--- src/core/pfw_pkg.sv ---
// Constants, field layouts and types of the pack switch and wake control
`default_nettype none
package pfw_pkg;

  // ==========================================================
  // Register port geometry
  localparam int DW    = 8;              // Register data width
  localparam int AW    = 8;              // Register address width
  localparam int SEL_W = 4;              // Monitor select width

  // ==========================================================
  // Register offsets
  localparam logic [AW-1:0] ADDR_CTRL = 8'h00;  // Control bits
  localparam logic [AW-1:0] ADDR_AMUX = 8'h04;  // Monitor select
  localparam logic [AW-1:0] ADDR_STAT = 8'h08;  // Sticky events
  localparam logic [AW-1:0] ADDR_MASK = 8'h0C;  // Event mask
  localparam logic [AW-1:0] ADDR_LIVE = 8'h10;  // Live state

  // ==========================================================
  // Monitor selection codes: two temperature sources and the reset value
  localparam logic [SEL_W-1:0] SEL_TEMP_EXT = 4'h8;  // Thermistor
  localparam logic [SEL_W-1:0] SEL_TEMP_INT = 4'h9;  // Die sensor
  localparam logic [SEL_W-1:0] SEL_RST      = 4'h0;  // After reset

  // ==========================================================
  // Field layouts
  typedef struct packed {
    logic [1:0] rsvd;           // Reads zero
    logic       sleep;          // Write 1 enters sleep
    logic       wake_pol;       // Wake polarity select
    logic       therm_cont;     // Bias switch held closed
    logic       load_sense_en;  // Load sense resistor on
    logic       chg_en;         // Charge switch command
    logic       dsg_en;         // Discharge switch command
  } pfw_ctrl_s;

  typedef struct packed {
    logic [1:0] rsvd;           // Reads zero
    logic       otemp;          // Over-temperature began
    logic       wake;           // Qualified wake edge
    logic       load_rel;       // Load released
    logic       charge_overcurrent_flag;            // Charge overcurrent flag
    logic       discharge_overcurrent_flag;            // Discharge overcurrent flag
    logic       short_ckt;      // Short-circuit flag
  } pfw_evt_s;

  typedef struct packed {
    logic       rsvd;           // Reads zero
    logic       asleep;         // Part is in sleep
    logic       bias;           // Thermistor bias closed
    logic       otemp;          // Over-temperature now
    logic       ld_fault;       // Load fault flag
    logic       chg_drv;        // Charge switch drive
    logic       dsg_drv;        // Discharge switch drive
    logic       wake_stat;      // Qualified wake level
  } pfw_live_s;

  // Analog comparator outputs, active high
  typedef struct packed {
    logic therm_low;            // Sense below bias/13
    logic load_rel;             // Load sense pin below limit
    logic charge_overcurrent_flag;                  // Charge overcurrent
    logic discharge_overcurrent_flag;                  // Discharge overcurrent
    logic short_ckt;            // Short circuit
  } pfw_det_s;

  localparam int DET_W = $bits(pfw_det_s);

  // ==========================================================
  // Reset values
  localparam pfw_ctrl_s      CTRL_RST = '0;
  localparam pfw_evt_s       EVT_RST  = '0;
  localparam logic [DW-1:0]  MASK_RST = 8'h00;
  localparam logic [DW-1:0]  DATA_0   = 8'h00;

  // Power state
  typedef enum logic {
    PWR_RUN   = 1'b0,
    PWR_SLEEP = 1'b1
  } pfw_pwr_e;

  // True when the selection measures a temperature
  function automatic logic pfw_is_temp(input logic [SEL_W-1:0] sel);
    return (sel == SEL_TEMP_EXT) || (sel == SEL_TEMP_INT);
  endfunction

endpackage
`default_nettype wire

--- src/core/pfw_sync.sv ---
// Two-flop synchroniser for a bundle of asynchronous levels
`timescale 1ns/1ps
`default_nettype none
module pfw_sync #(
  parameter int W = 1                   // Number of levels
) (
  // Clock and reset
  input  wire logic         clk,
  input  wire logic         srst,
  // Levels
  input  wire logic [W-1:0] async_in,
  output logic      [W-1:0] sync_out
);

  // ==========================================================
  // Stage flops; the first is read only by the second
  logic [W-1:0] meta_ff;                // First stage

  // Capture then settle
  always_ff @(posedge clk)
  begin
    if (srst)
    begin
      meta_ff  <= '0;
      sync_out <= '0;
    end
    else
    begin
      meta_ff  <= async_in;
      sync_out <= meta_ff;
    end
  end

endmodule // pfw_sync
`default_nettype wire

--- src/core/pfw_wake.sv ---
// Wake input polarity qualification and edge detection
`timescale 1ns/1ps
`default_nettype none
module pfw_wake
  import pfw_pkg::*;
(
  // Clock and reset
  input  wire logic clk,
  input  wire logic srst,
  // Synchronised pin level and polarity
  input  wire logic wake_lvl,
  input  wire logic wake_polarity_sel,
  // Results
  output logic      wake_stat,          // Qualified level
  output logic      wake_edge           // One-cycle pulse
);

  // ==========================================================
  // Previous level for edge finding
  logic prev_ff;                        // Level one cycle ago
  logic nxt_edge;                       // Edge of chosen sense

  // Rising edge when polarity 1, falling edge when 0
  assign nxt_edge = wake_polarity_sel ? (wake_lvl & ~prev_ff)
                                      : (~wake_lvl & prev_ff);

  // Level mirror and edge pulse
  always_ff @(posedge clk)
  begin
    if (srst)
    begin
      prev_ff   <= 1'b0;
      wake_stat <= 1'b0;
      wake_edge <= 1'b0;
    end
    else
    begin
      prev_ff   <= wake_lvl;
      wake_stat <= wake_polarity_sel ? wake_lvl : ~wake_lvl;
      wake_edge <= nxt_edge;
    end
  end
endmodule // pfw_wake
`default_nettype wire

--- src/core/pfw_ctrl.sv ---
// Switch drive, fault, load release, bias and wake control with registers
`timescale 1ns/1ps
`default_nettype none
// Behaviour
// - Switches turn on only by command bit
// - Short or overcurrent forces discharge drive off
// - Overcurrent forces charge drive off
// - Cleared discharge command turns drive off
// - Cleared charge command turns drive off
// - Load sense resistor on while bit set
// - Load release clears the load fault flag
// - Bias closed during temperature measurement
// - Continuous bias bit holds bias closed
// - Any short or overcurrent flag closes the bias
// - Sense below bias/13 flags over-temperature
// - Monitor output follows written selection
// - Only a wake edge leaves sleep
// - Polarity one: rising edge, high level
// - Polarity zero: falling edge, low level
// - Wake status bit mirrors present qualified level
module pfw_ctrl
  import pfw_pkg::*;
(
  // Clock and reset
  input  wire logic             clk,
  input  wire logic             srst,
  // Register port
  input  wire logic [AW-1:0]    reg_addr,
  input  wire logic [DW-1:0]    reg_wdata,
  input  wire logic             reg_wr,
  input  wire logic             reg_rd,
  output logic      [DW-1:0]    reg_rdata,
  // Analog comparators and wake pin, asynchronous
  input  wire pfw_det_s         det_async,
  input  wire logic             wake_input,
  // Power switch gates
  output logic                  discharge_switch_drive,
  output logic                  charge_switch_drive,
  // Load sense, thermistor and monitor
  output logic                  load_sense_pin_en,
  output logic                  thermistor_bias_out,
  output logic                  over_temp_ind,
  output logic      [SEL_W-1:0] analog_monitor_sel,
  // Power state and interrupt
  output logic                  sleep_mode,
  output logic                  irq
);

  // ==========================================================
  // Synchronised inputs
  pfw_det_s det;                        // Comparator levels
  logic     wake_lvl;                   // Wake pin level
  logic     wake_stat;                  // Qualified wake level
  logic     wake_edge;                  // Qualified wake edge

  // Comparators and wake pin pass two flops together
  pfw_sync #(
    .W        (DET_W + 1)
  ) u_sync (
    .clk      (clk),
    .srst     (srst),
    .async_in ({det_async, wake_input}),
    .sync_out ({det, wake_lvl})
  );

  // ==========================================================
  // Register state
  pfw_ctrl_s        ctrl_ff;            // Control bits
  pfw_ctrl_s        nxt_ctrl;           // Next control bits
  logic [SEL_W-1:0] amux_ff;            // Monitor select
  pfw_evt_s         evt_ff;             // Sticky events
  pfw_evt_s         nxt_evt;            // Next sticky events
  logic [DW-1:0]    mask_ff;            // Event mask
  logic             ld_fault_ff;        // Load fault flag
  pfw_pwr_e         pwr_ff;             // Power state
  pfw_pwr_e         nxt_pwr;            // Next power state

  // Wake qualification by the stored polarity
  pfw_wake u_wake (
    .clk               (clk),
    .srst              (srst),
    .wake_lvl          (wake_lvl),
    .wake_polarity_sel (ctrl_ff.wake_pol),
    .wake_stat         (wake_stat),
    .wake_edge         (wake_edge)
  );

  // ==========================================================
  // Address decode
  logic wr_ctrl;                        // Control write
  logic wr_amux;                        // Select write
  logic wr_stat;                        // Event clear write
  logic wr_mask;                        // Mask write

  assign wr_ctrl = reg_wr && (reg_addr == ADDR_CTRL);
  assign wr_amux = reg_wr && (reg_addr == ADDR_AMUX);
  assign wr_stat = reg_wr && (reg_addr == ADDR_STAT);
  assign wr_mask = reg_wr && (reg_addr == ADDR_MASK);

  // Write data seen through the control layout
  pfw_ctrl_s wr_ctrl_val;               // Control write fields
  assign wr_ctrl_val = pfw_ctrl_s'(reg_wdata);

  // ==========================================================
  // Fault decode
  logic     flag_any;                   // A fault flag is held
  logic     fault_dsg;                  // Discharge must be off
  logic     fault_chg;                  // Charge must be off
  logic     fault_det;                  // A fault is seen now
  logic     ld_clear;                   // Load released
  pfw_evt_s clr_evt;                    // Write-one-to-clear

  assign flag_any  = evt_ff.short_ckt | evt_ff.discharge_overcurrent_flag | evt_ff.charge_overcurrent_flag;
  assign fault_det = det.short_ckt | det.discharge_overcurrent_flag | det.charge_overcurrent_flag;
  // Short or either overcurrent opens discharge
  assign fault_dsg = fault_det | flag_any;
  // Either overcurrent opens charge
  assign fault_chg = det.discharge_overcurrent_flag | det.charge_overcurrent_flag
                   | evt_ff.discharge_overcurrent_flag | evt_ff.charge_overcurrent_flag;
  // Release seen only through the enabled sense resistor
  assign ld_clear  = ld_fault_ff & ctrl_ff.load_sense_en
                   & det.load_rel;
  assign clr_evt   = wr_stat ? pfw_evt_s'(reg_wdata) : EVT_RST;

  // ==========================================================
  // Next control bits; a fault clears the switch command
  always_comb
  begin
    nxt_ctrl = wr_ctrl ? wr_ctrl_val : ctrl_ff;
    nxt_ctrl.rsvd  = 2'b00;
    nxt_ctrl.sleep = 1'b0;
    // Fault wins over a write so a switch never restarts alone
    if (fault_dsg)
    begin
      nxt_ctrl.dsg_en = 1'b0;
    end
    if (fault_chg)
    begin
      nxt_ctrl.chg_en = 1'b0;
    end
  end

  // Next sticky events; a new event wins over its clear
  always_comb
  begin
    nxt_evt = evt_ff & ~clr_evt;
    nxt_evt.rsvd = 2'b00;
    // Fault flags stay until cleared by software
    nxt_evt.short_ckt = nxt_evt.short_ckt | det.short_ckt;
    nxt_evt.discharge_overcurrent_flag       = nxt_evt.discharge_overcurrent_flag | det.discharge_overcurrent_flag;
    nxt_evt.charge_overcurrent_flag       = nxt_evt.charge_overcurrent_flag | det.charge_overcurrent_flag;
    nxt_evt.load_rel  = nxt_evt.load_rel | ld_clear;
    nxt_evt.wake      = nxt_evt.wake | wake_edge;
    nxt_evt.otemp     = nxt_evt.otemp
                      | (det.therm_low & ~over_temp_ind);
  end

  // ==========================================================
  // Power state: write enters sleep, qualified edge leaves
  always_comb
  begin
    nxt_pwr = pwr_ff;
    unique case (pwr_ff)
      PWR_RUN:
      begin
        if (wr_ctrl && wr_ctrl_val.sleep)
        begin
          nxt_pwr = PWR_SLEEP;
        end
      end
      PWR_SLEEP:
      begin
        // A steady level never wakes
        if (wake_edge)
        begin
          nxt_pwr = PWR_RUN;
        end
      end
    endcase
  end

  // ==========================================================
  // Read data selection
  pfw_ctrl_s     rd_ctrl;               // Control with sleep state
  pfw_live_s     live;                  // Live state
  logic [DW-1:0] nxt_rdata;             // Selected read data

  always_comb
  begin
    rd_ctrl = ctrl_ff;
    rd_ctrl.sleep = (pwr_ff == PWR_SLEEP);
  end

  assign live = '{rsvd: 1'b0, asleep: sleep_mode,
                  bias: thermistor_bias_out, otemp: over_temp_ind,
                  ld_fault: ld_fault_ff, chg_drv: charge_switch_drive,
                  dsg_drv: discharge_switch_drive,
                  wake_stat: wake_stat};

  // Unmapped addresses and idle cycles read zero
  assign nxt_rdata = !reg_rd                ? DATA_0
                   : reg_addr == ADDR_CTRL  ? DW'(rd_ctrl)
                   : reg_addr == ADDR_AMUX  ? DW'(amux_ff)
                   : reg_addr == ADDR_STAT  ? DW'(evt_ff)
                   : reg_addr == ADDR_MASK  ? mask_ff
                   : reg_addr == ADDR_LIVE  ? DW'(live)
                   : DATA_0;

  // ==========================================================
  // Register file
  always_ff @(posedge clk)
  begin
    if (srst)
    begin
      ctrl_ff <= CTRL_RST;
      amux_ff <= SEL_RST;
      evt_ff  <= EVT_RST;
      mask_ff <= MASK_RST;
      pwr_ff  <= PWR_RUN;
    end
    else
    begin
      ctrl_ff <= nxt_ctrl;
      evt_ff  <= nxt_evt;
      pwr_ff  <= nxt_pwr;
      if (wr_amux)
      begin
        amux_ff <= reg_wdata[SEL_W-1:0];
      end
      if (wr_mask)
      begin
        mask_ff <= reg_wdata;
      end
    end
  end

  // Load fault: set by a fault, cleared by release
  always_ff @(posedge clk)
  begin
    if (srst)
    begin
      ld_fault_ff <= 1'b0;
    end
    else
    begin
      ld_fault_ff <= fault_det | (ld_fault_ff & ~ld_clear);
    end
  end

  // ==========================================================
  // Output flops
  always_ff @(posedge clk)
  begin
    if (srst)
    begin
      discharge_switch_drive <= 1'b0;
      charge_switch_drive    <= 1'b0;
      load_sense_pin_en      <= 1'b0;
      thermistor_bias_out    <= 1'b0;
      over_temp_ind          <= 1'b0;
      analog_monitor_sel     <= SEL_RST;
      sleep_mode             <= 1'b0;
      irq                    <= 1'b0;
      reg_rdata              <= DATA_0;
    end
    else
    begin
      // Drive only on command; discharge never during a fault, charge never during overcurrent
      discharge_switch_drive <= ctrl_ff.dsg_en & ~fault_dsg;
      charge_switch_drive    <= ctrl_ff.chg_en & ~fault_chg;
      load_sense_pin_en      <= ctrl_ff.load_sense_en;
      // Measurement, continuous bit or fault flag close bias
      thermistor_bias_out    <= pfw_is_temp(amux_ff)
                              | ctrl_ff.therm_cont
                              | flag_any;
      over_temp_ind          <= det.therm_low;
      analog_monitor_sel     <= amux_ff;
      sleep_mode             <= (nxt_pwr == PWR_SLEEP);
      irq                    <= |(DW'(evt_ff) & mask_ff);
      reg_rdata              <= nxt_rdata;
    end
  end
endmodule // pfw_ctrl
`default_nettype wire

--- config.mk ---
export PLATFORM = sky130hd
export DESIGN_NAME = pfw_ctrl
export DESIGN_NICKNAME = d
export VERILOG_FILES = /design/src/core/pfw_pkg.sv /design/src/core/pfw_sync.sv /design/src/core/pfw_wake.sv /design/src/core/pfw_ctrl.sv
export SDC_FILE = /design/constraint.sdc
export NUM_CORES = 1
export LEC_CHECK = 0
export ABC_AREA = 1
export BUFFER_PORTS_ARGS = -buffer_cell sky130_fd_sc_hd__buf_2
export CORE_UTILIZATION = 49
export CTS_BUF_LIST = sky130_fd_sc_hd__clkbuf_4
export DETAILED_ROUTE_END_ITERATION = 8
export GPL_ROUTABILITY_DRIVEN = 0
export HOLD_SLACK_MARGIN = 0.15
export PLACE_DENSITY = 0.76
export SYNTH_ARGS = -nofsm -noshare
export SYNTH_HDL_FRONTEND = slang
export SYNTH_HIERARCHICAL = 1
export SYNTH_SLANG_ARGS = --single-unit
--- constraint.sdc ---
create_clock -name clk -period 1.3 [get_ports clk]
set_input_delay 0.195 -clock clk [delete_from_list [all_inputs] [get_ports clk]]
set_output_delay 0.195 -clock clk [all_outputs]
set_load 0.02 [all_outputs]
==> flow_metrics.env, run 1 <==
export IMPL_status="complete, but fails checks"
export IMPL_violations="DRC"
export IMPL_leakagePower_nw=1.40
export IMPL_post_synth_cell_area_avg_um2=7.83
export IMPL_hold_worst_slack_ns=0.184
export IMPL_endpoint_kind="flip-flop"
export IMPL_wire_per_inst_um=11.9
export IMPL_crit_type="input port to flip-flop"
export IMPL_worstPathRequired_ns=1.62
export IMPL_path_cells="dlygate4sd3_1 -> buf_2 -> inv_2 -> nand2_1 -> a31oi_1 -> nand2_1 -> nor3_2"
export IMPL_synth_area_um2=2340
export IMPL_grt_overflow=0
export IMPL_p_per_area_nw_per_um2=1120
export IMPL_via_per_inst=4.94
export IMPL_crit_arrival_ns=1.51
export IMPL_synthCells=299
export IMPL_clockBufferDepth=2
export IMPL_std_cell_rows=24
export IMPL_min_period_ns=1.19
export IMPL_hold_viol=0
export IMPL_drt_total_wl_um=5060
export IMPL_cts_buffers=9
export IMPL_hold_class="input port to flip-flop"
export IMPL_crit_path_top_delay_cell="dlygate4sd3_1"
export IMPL_clock_latency_ns=0.38
export IMPL_critPathMostFrequentCell="nand2_1"
export IMPL_core_um2=4470
export IMPL_fmax_ghz=0.841
export IMPL_layout_drive_gt1_share_pct=28.8
export IMPL_ys_ff_latch=58
export IMPL_die_area_um2=5060
export IMPL_grt_use_total_pct=22.3
export IMPL_antenna_found_initial=0
export IMPL_synth_top_area_share_pct=49.6
export IMPL_grt_met3_usage_pct=5.41
export IMPL_drt_iter0_markers=128
export IMPL_crit_fanout=9
export IMPL_diodes=0
export IMPL_die_h_um=71.1
export IMPL_drv_slew=0
export IMPL_num_fill_cells=404
export IMPL_num_vias=2093
export IMPL_clockRootBuffer="clkbuf_4"
export IMPL_cts_htree_levels=3
export IMPL_irDropWorstVdd_v=0.000745
export IMPL_fin_skew_ns=0.0134
export IMPL_nNetsFinal=395
export IMPL_start_kind="input port"
export IMPL_cts_tree="built"
export IMPL_use_met2_pct=36.2
export IMPL_start_util_pct=52.3
export IMPL_first_global_vias=1955
export IMPL_synth_seq_area_share_pct=49.6
export IMPL_globalRouteMet1Util_pct=26.6
export IMPL_tightest_slew_ns=0.281
export IMPL_drv_cap=0
export IMPL_syn2layout_area_growth_pct=24.5
export IMPL_synth_area_leader_cell="dfxtp_1"
export IMPL_first_pass_iters=6
export IMPL_setup_viol=0
export IMPL_clkTransAtPathRegs_ns=0.09
export IMPL_dp_final_hpwl_um=3670
export IMPL_synthesis_nets=325
export IMPL_finalCritPeriodShare_pct=91.5
export IMPL_maxSlewHeadroom_pct=81.3
export IMPL_cp_slowest_stage_delay_ns=0.53
export IMPL_grt_pass1_wl_um=8540
export IMPL_rrSetupSlack_ns=0.17
export IMPL_ant_nets=0
export IMPL_yosys_cell_types_count=29
export IMPL_die_x_um=71.1
export IMPL_post_cts_buffers=0
export IMPL_ys_top_cells_by_area="dfxtp_1, nor2_1, nand2_1"
export IMPL_numPortBuffers=44
export IMPL_synth_warnings=6
export IMPL_cts_sinks=58
export IMPL_grt_max_degree=25
export IMPL_drc=7
export IMPL_rsz0062_at_grt="false"
export IMPL_io_pins=45
export IMPL_total_power_mw=3.27
export IMPL_top_usage_layer="met2"
report_power, final:
part	switching, mW	internal (mW)
Sequential	0.0199	1.81
Clock	0.595	0.579
Combinational	0.148	0.115
cells in the final DEF, fill, tap and decap left out, types with 2 or more instances in the layout:
master	n
inv_1	34
buf_2	44
nand2_2	11
nor2_1	60
nand2_4	3
inv_2	11
clkinv_2	3
nor2_4	3
nand3_1	7
nand3_2	5
a21oi_2	2
nor3_2	2
dlygate4sd3_1	15
o21ai_0	9
a31oi_1	3
nor3_1	7
nor2_2	2
a22o_1	2
nand2_1	40
buf_4	5
clkbuf_4	10
a21oi_1	18
o21ai_1	11
nor2_8	2
dfxtp_1	58
routing by layer:
metal | wire (µm) | part of all wire [%]
met5 | 0 | 0
met4 | 110 | 2.2
met3 | 267 | 5.3
met2 | 2460 | 49
met1 | 2220 | 44
cell type report:
type,instances,area (µm²),share of cell area [%]
inverter,46,178,6.10
multi-input combinational,190,982,33.7
timing repair buffer,64,408,14.0
sequential,58,1160,39.8
clock inverter,4,45.0,1.55
tap,52,65.1,2.23
clock buffer,10,75.1,2.58
state kept, by name (all words and copies together) (netlist names), 4 cells and up:
register	cells
analog_monitor_sel	4
amux_ff	4
ctrl_ff	5
evt_ff	6
reg_rdata	8
u_sync/meta_ff	6
u_sync/sync_out	6
mask_ff	8
worst max-delay path, delay by kind of cell:
kind	cells	cell delay (ns)
and+or+nand+nor	3	0.33
buffers and inverters	3	0.80
AOI/OAI and AO/OA	1	0.18
path summary, 6_finish.rpt:
kind | startpoint | endpoint | depth (start not counted)
worst max-delay path | srst | reg_rdata[6] | 7
worst max register to register | evt_ff[2] | ctrl_ff[0] | 4
worst min register to register | u_sync/meta_ff[5] | u_sync/sync_out[5] | 2
worst min-delay path | reg_rd | reg_rdata[5] | 3
cell usage after synthesis (all sizes together):
| cell type | n |
|---|---|
| nor2 | 67 |
| dfxtp | 58 |
| nand2 | 54 |
| inv | 45 |
| a21oi | 20 |
| o21ai | 20 |
| nand3 | 12 |
| nor3 | 9 |
| buf | 4 |
| a31oi | 3 |
| a22o | 2 |
| and2 | 1 |
| clkbuf | 1 |
| clkinv | 1 |
| nand4 | 1 |
| nor3b | 1 |
cell families (layout without fill, tap and decap cells):
logic type / after synthesis / count (layout) / synth area share (%)
and+or+nand+nor: 145 / 145 / 30.7
DFF: 58 / 58 / 49.6
buffers and inverters: 51 / 124 / 9.25
AOI/OAI and AO/OA: 45 / 45 / 10.4
through the flow:
stage	TNS (ns)	utilization [%]	cells	instance area (µm²)	worst slack, ns
2_1_floorplan	0	-	299	2340	0.262
3_3_place_gp	-0.00935	58.7	395	2630	-0.00935
3_5_place_dp	0	58.7	395	2630	0.00308
4_1_cts	0	64.8	424	2900	0.0695
5_1_grt	0	65.1	424	2910	0.00709
6_report	0	65.1	424	2910	0.111
what timing repair did:
| item | CTS | global route |
|---|---|---|
| pin swaps | 0 | 0 |
| hold endpoints to repair | 31 | 0 |
| setup endpoints to repair | 1 | 1 |
| gates resized for setup | 1 | 3 |
| hold buffers | 15 | 0 |
Power figures use the tool's default switching activity.
==> run 2, diff against run 1 <==
--- a/config.mk
+++ b/config.mk
@@ -12,7 +12,9 @@
 export DETAILED_ROUTE_END_ITERATION = 8
 export GPL_ROUTABILITY_DRIVEN = 0
 export HOLD_SLACK_MARGIN = 0.15
-export PLACE_DENSITY = 0.76
+export PLACE_DENSITY_LB_ADDON = 0.15
+export SETUP_SLACK_MARGIN = 0.2
+export SKIP_LAST_GASP = 1
 export SYNTH_ARGS = -nofsm -noshare
 export SYNTH_HDL_FRONTEND = slang
 export SYNTH_HIERARCHICAL = 1
==> flow_metrics.env, run 2 (synthesized netlist as in run 1, its figures left out) <==
export IMPL_rsz0062_at_grt="true"
export IMPL_clock_latency_ns=0.38
export IMPL_p_per_area_nw_per_um2=1050
export IMPL_grt_pass1_wl_um=8690
export IMPL_hold_class="input port to flip-flop"
export IMPL_core_um2=4470
export IMPL_die_area_um2=5060
export IMPL_seqPwrFrac_pct=58.7
export IMPL_final_util_pct=66.2
export IMPL_critical_path_top_delay_family="simple AND/OR/NAND/NOR gates"
export IMPL_drv_slew=0
export IMPL_clockBufferDepth=2
export IMPL_die_h_um=71.1
export IMPL_finalCritPeriodShare_pct=82.0
export IMPL_drv_cap=0
export IMPL_top_regs="mask_ff x8, reg_rdata x8"
export IMPL_endpoint_kind="flip-flop"
export IMPL_first_pass_iters=8
export IMPL_cts_sinks=58
export IMPL_clockRootBuffer="clkbuf_4"
export IMPL_dp_final_hpwl_um=3710
export IMPL_p_sw_mw=0.765
export IMPL_crit_fanout=2
export IMPL_cts_tree="built"
export IMPL_die_x_um=71.1
export IMPL_power_frac_comb_pct=9.0
export IMPL_final_common_cell="nor2_1"
export IMPL_drt_total_wl_um=5240
export IMPL_layout_drive_gt1_share_pct=32.2
export IMPL_min_period_ns=1.07
export IMPL_holdCritStartpoint="reg_rd"
export IMPL_irDropWorstVdd_v=0.00104
export IMPL_violations="DRC"
export IMPL_maxSlewHeadroom_pct=80.3
export IMPL_timing_rr_start="evt_ff[0]"
export IMPL_path_cells="nor3_2 -> nor3b_2 -> o21ai_1 -> a21oi_1"
export IMPL_ant_nets=0
export IMPL_start_util_pct=52.3
export IMPL_start_kind="flip-flop"
export IMPL_crit_path_top_delay_cell="dfxtp_1"
export IMPL_internal_power_mw=2.35
export IMPL_grt_overflow=0
export IMPL_diodes=0
export IMPL_cp_slowest_stage_delay_ns=0.32
export IMPL_antenna_found_initial=0
export IMPL_numPortBuffers=44
export IMPL_via_per_inst=4.74
export IMPL_nNetsFinal=401
export IMPL_setup_viol=0
export IMPL_hold_viol=0
export IMPL_grt_use_total_pct=22.6
export IMPL_first_global_vias=1916
export IMPL_num_vias=2045
export IMPL_grt_max_degree=20
export IMPL_clkTransAtPathRegs_ns=0.10
export IMPL_drt_iter0_markers=131
export IMPL_crit_type="flip-flop to flip-flop"
export IMPL_cts_htree_levels=3
export IMPL_pwr_share_clk_pct=32.3
export IMPL_num_fill_cells=404
export IMPL_status="complete, but fails checks"
export IMPL_tightest_slew_ns=0.296
export IMPL_crit_arrival_ns=1.37
export IMPL_fmax_ghz=0.938
export IMPL_startpoint="evt_ff[0]"
export IMPL_netSwitchingFraction_pct=24.5
export IMPL_leakagePower_nw=1.43
export IMPL_syn2layout_area_growth_pct=26.6
export IMPL_fin_skew_ns=0.0190
export IMPL_cts_buffers=9
export IMPL_worstPathRequired_ns=1.61
export IMPL_std_cell_rows=24
export IMPL_hold_worst_slack_ns=0.183
export IMPL_crit_buf_inv=0
export IMPL_final_cell_mix="nor2_1, dfxtp_1, nand2_1, buf_2, inv_1"
export IMPL_drc=8
export IMPL_io_pins=45
export IMPL_wire_per_inst_um=12.1
==> run 2: per-stage QoR <==
stage          instance area [µm²]  total power [mW]  cells  setup WS, ns   TNS, ns
2_1_floorplan                 2340              1.99    299         0.262         0
3_3_place_gp                  2650              2.09    398        0.0306         0
3_5_place_dp                  2650              2.09    398      -0.00453  -0.00613
4_1_cts                       2920              3.14    428         0.176         0
5_1_grt                       2960              3.26    431         0.165         0
6_report                      2960              3.12    431         0.234         0
==> run 2: routing by layer <==
| layer | wire length [µm] | track usage (%) | share of wire [%] |
|---|---|---|---|
| met4 | 72 | 11.1 | 1.4 |
| met2 | 2500 | 37.2 | 48 |
| met1 | 2420 | 28.0 | 46 |
| met3 | 243 | 5.41 | 4.6 |
| met5 | 0 | 0 | 0 |
==> run 2: repair_timing <==
item | CTS | global route
endpoints found under the setup margin | 5 | 5
endpoints found under the hold margin | 22 | 0
buffers inserted | 1 | 3
gates cloned | 0 | 0
pin swaps | 0 | 3
hold buffers | 14 | 0
gates resized for setup | 10 | 8
==> run 2: worst min-delay path, cell delays in order <==
cell and delay, ns:
buf_2 0.10, nand2_1 0.07, a31oi_1 0.04, nand2_1 0.08, nor2_1 0.04
==> run 2: layout make-up <==
type / count / area [µm²] / area share [%]
inverter: 46 / 178 / 6.00
sequential: 58 / 1170 / 39.4
clock inverter: 4 / 20.0 / 0.676
tap: 52 / 65.1 / 2.20
clock buffer: 11 / 82.6 / 2.79
timing repair buffer: 70 / 465 / 15.7
multi-input combinational: 190 / 983 / 33.2
==> run 2: power groups by stage <==
stage / sequential (mW) / combinational [mW] / clock (mW)
final: 1.83 / 0.279 / 1.01
after floorplan: 1.87 / 0.121 / 0
after CTS: 1.83 / 0.266 / 1.04
after global placement: 1.87 / 0.222 / 0
after global routing: 1.84 / 0.305 / 1.12
after detailed placement: 1.87 / 0.223 / 0
==> run 2: final timing paths <==
check,depth (start not counted),slack (ns),end
max,4,0.23,ctrl_ff[0]
min,5,0.18,reg_rdata[7]
max reg2reg,4,0.23,ctrl_ff[0]
min reg2reg,2,0.40,u_sync/sync_out[3]
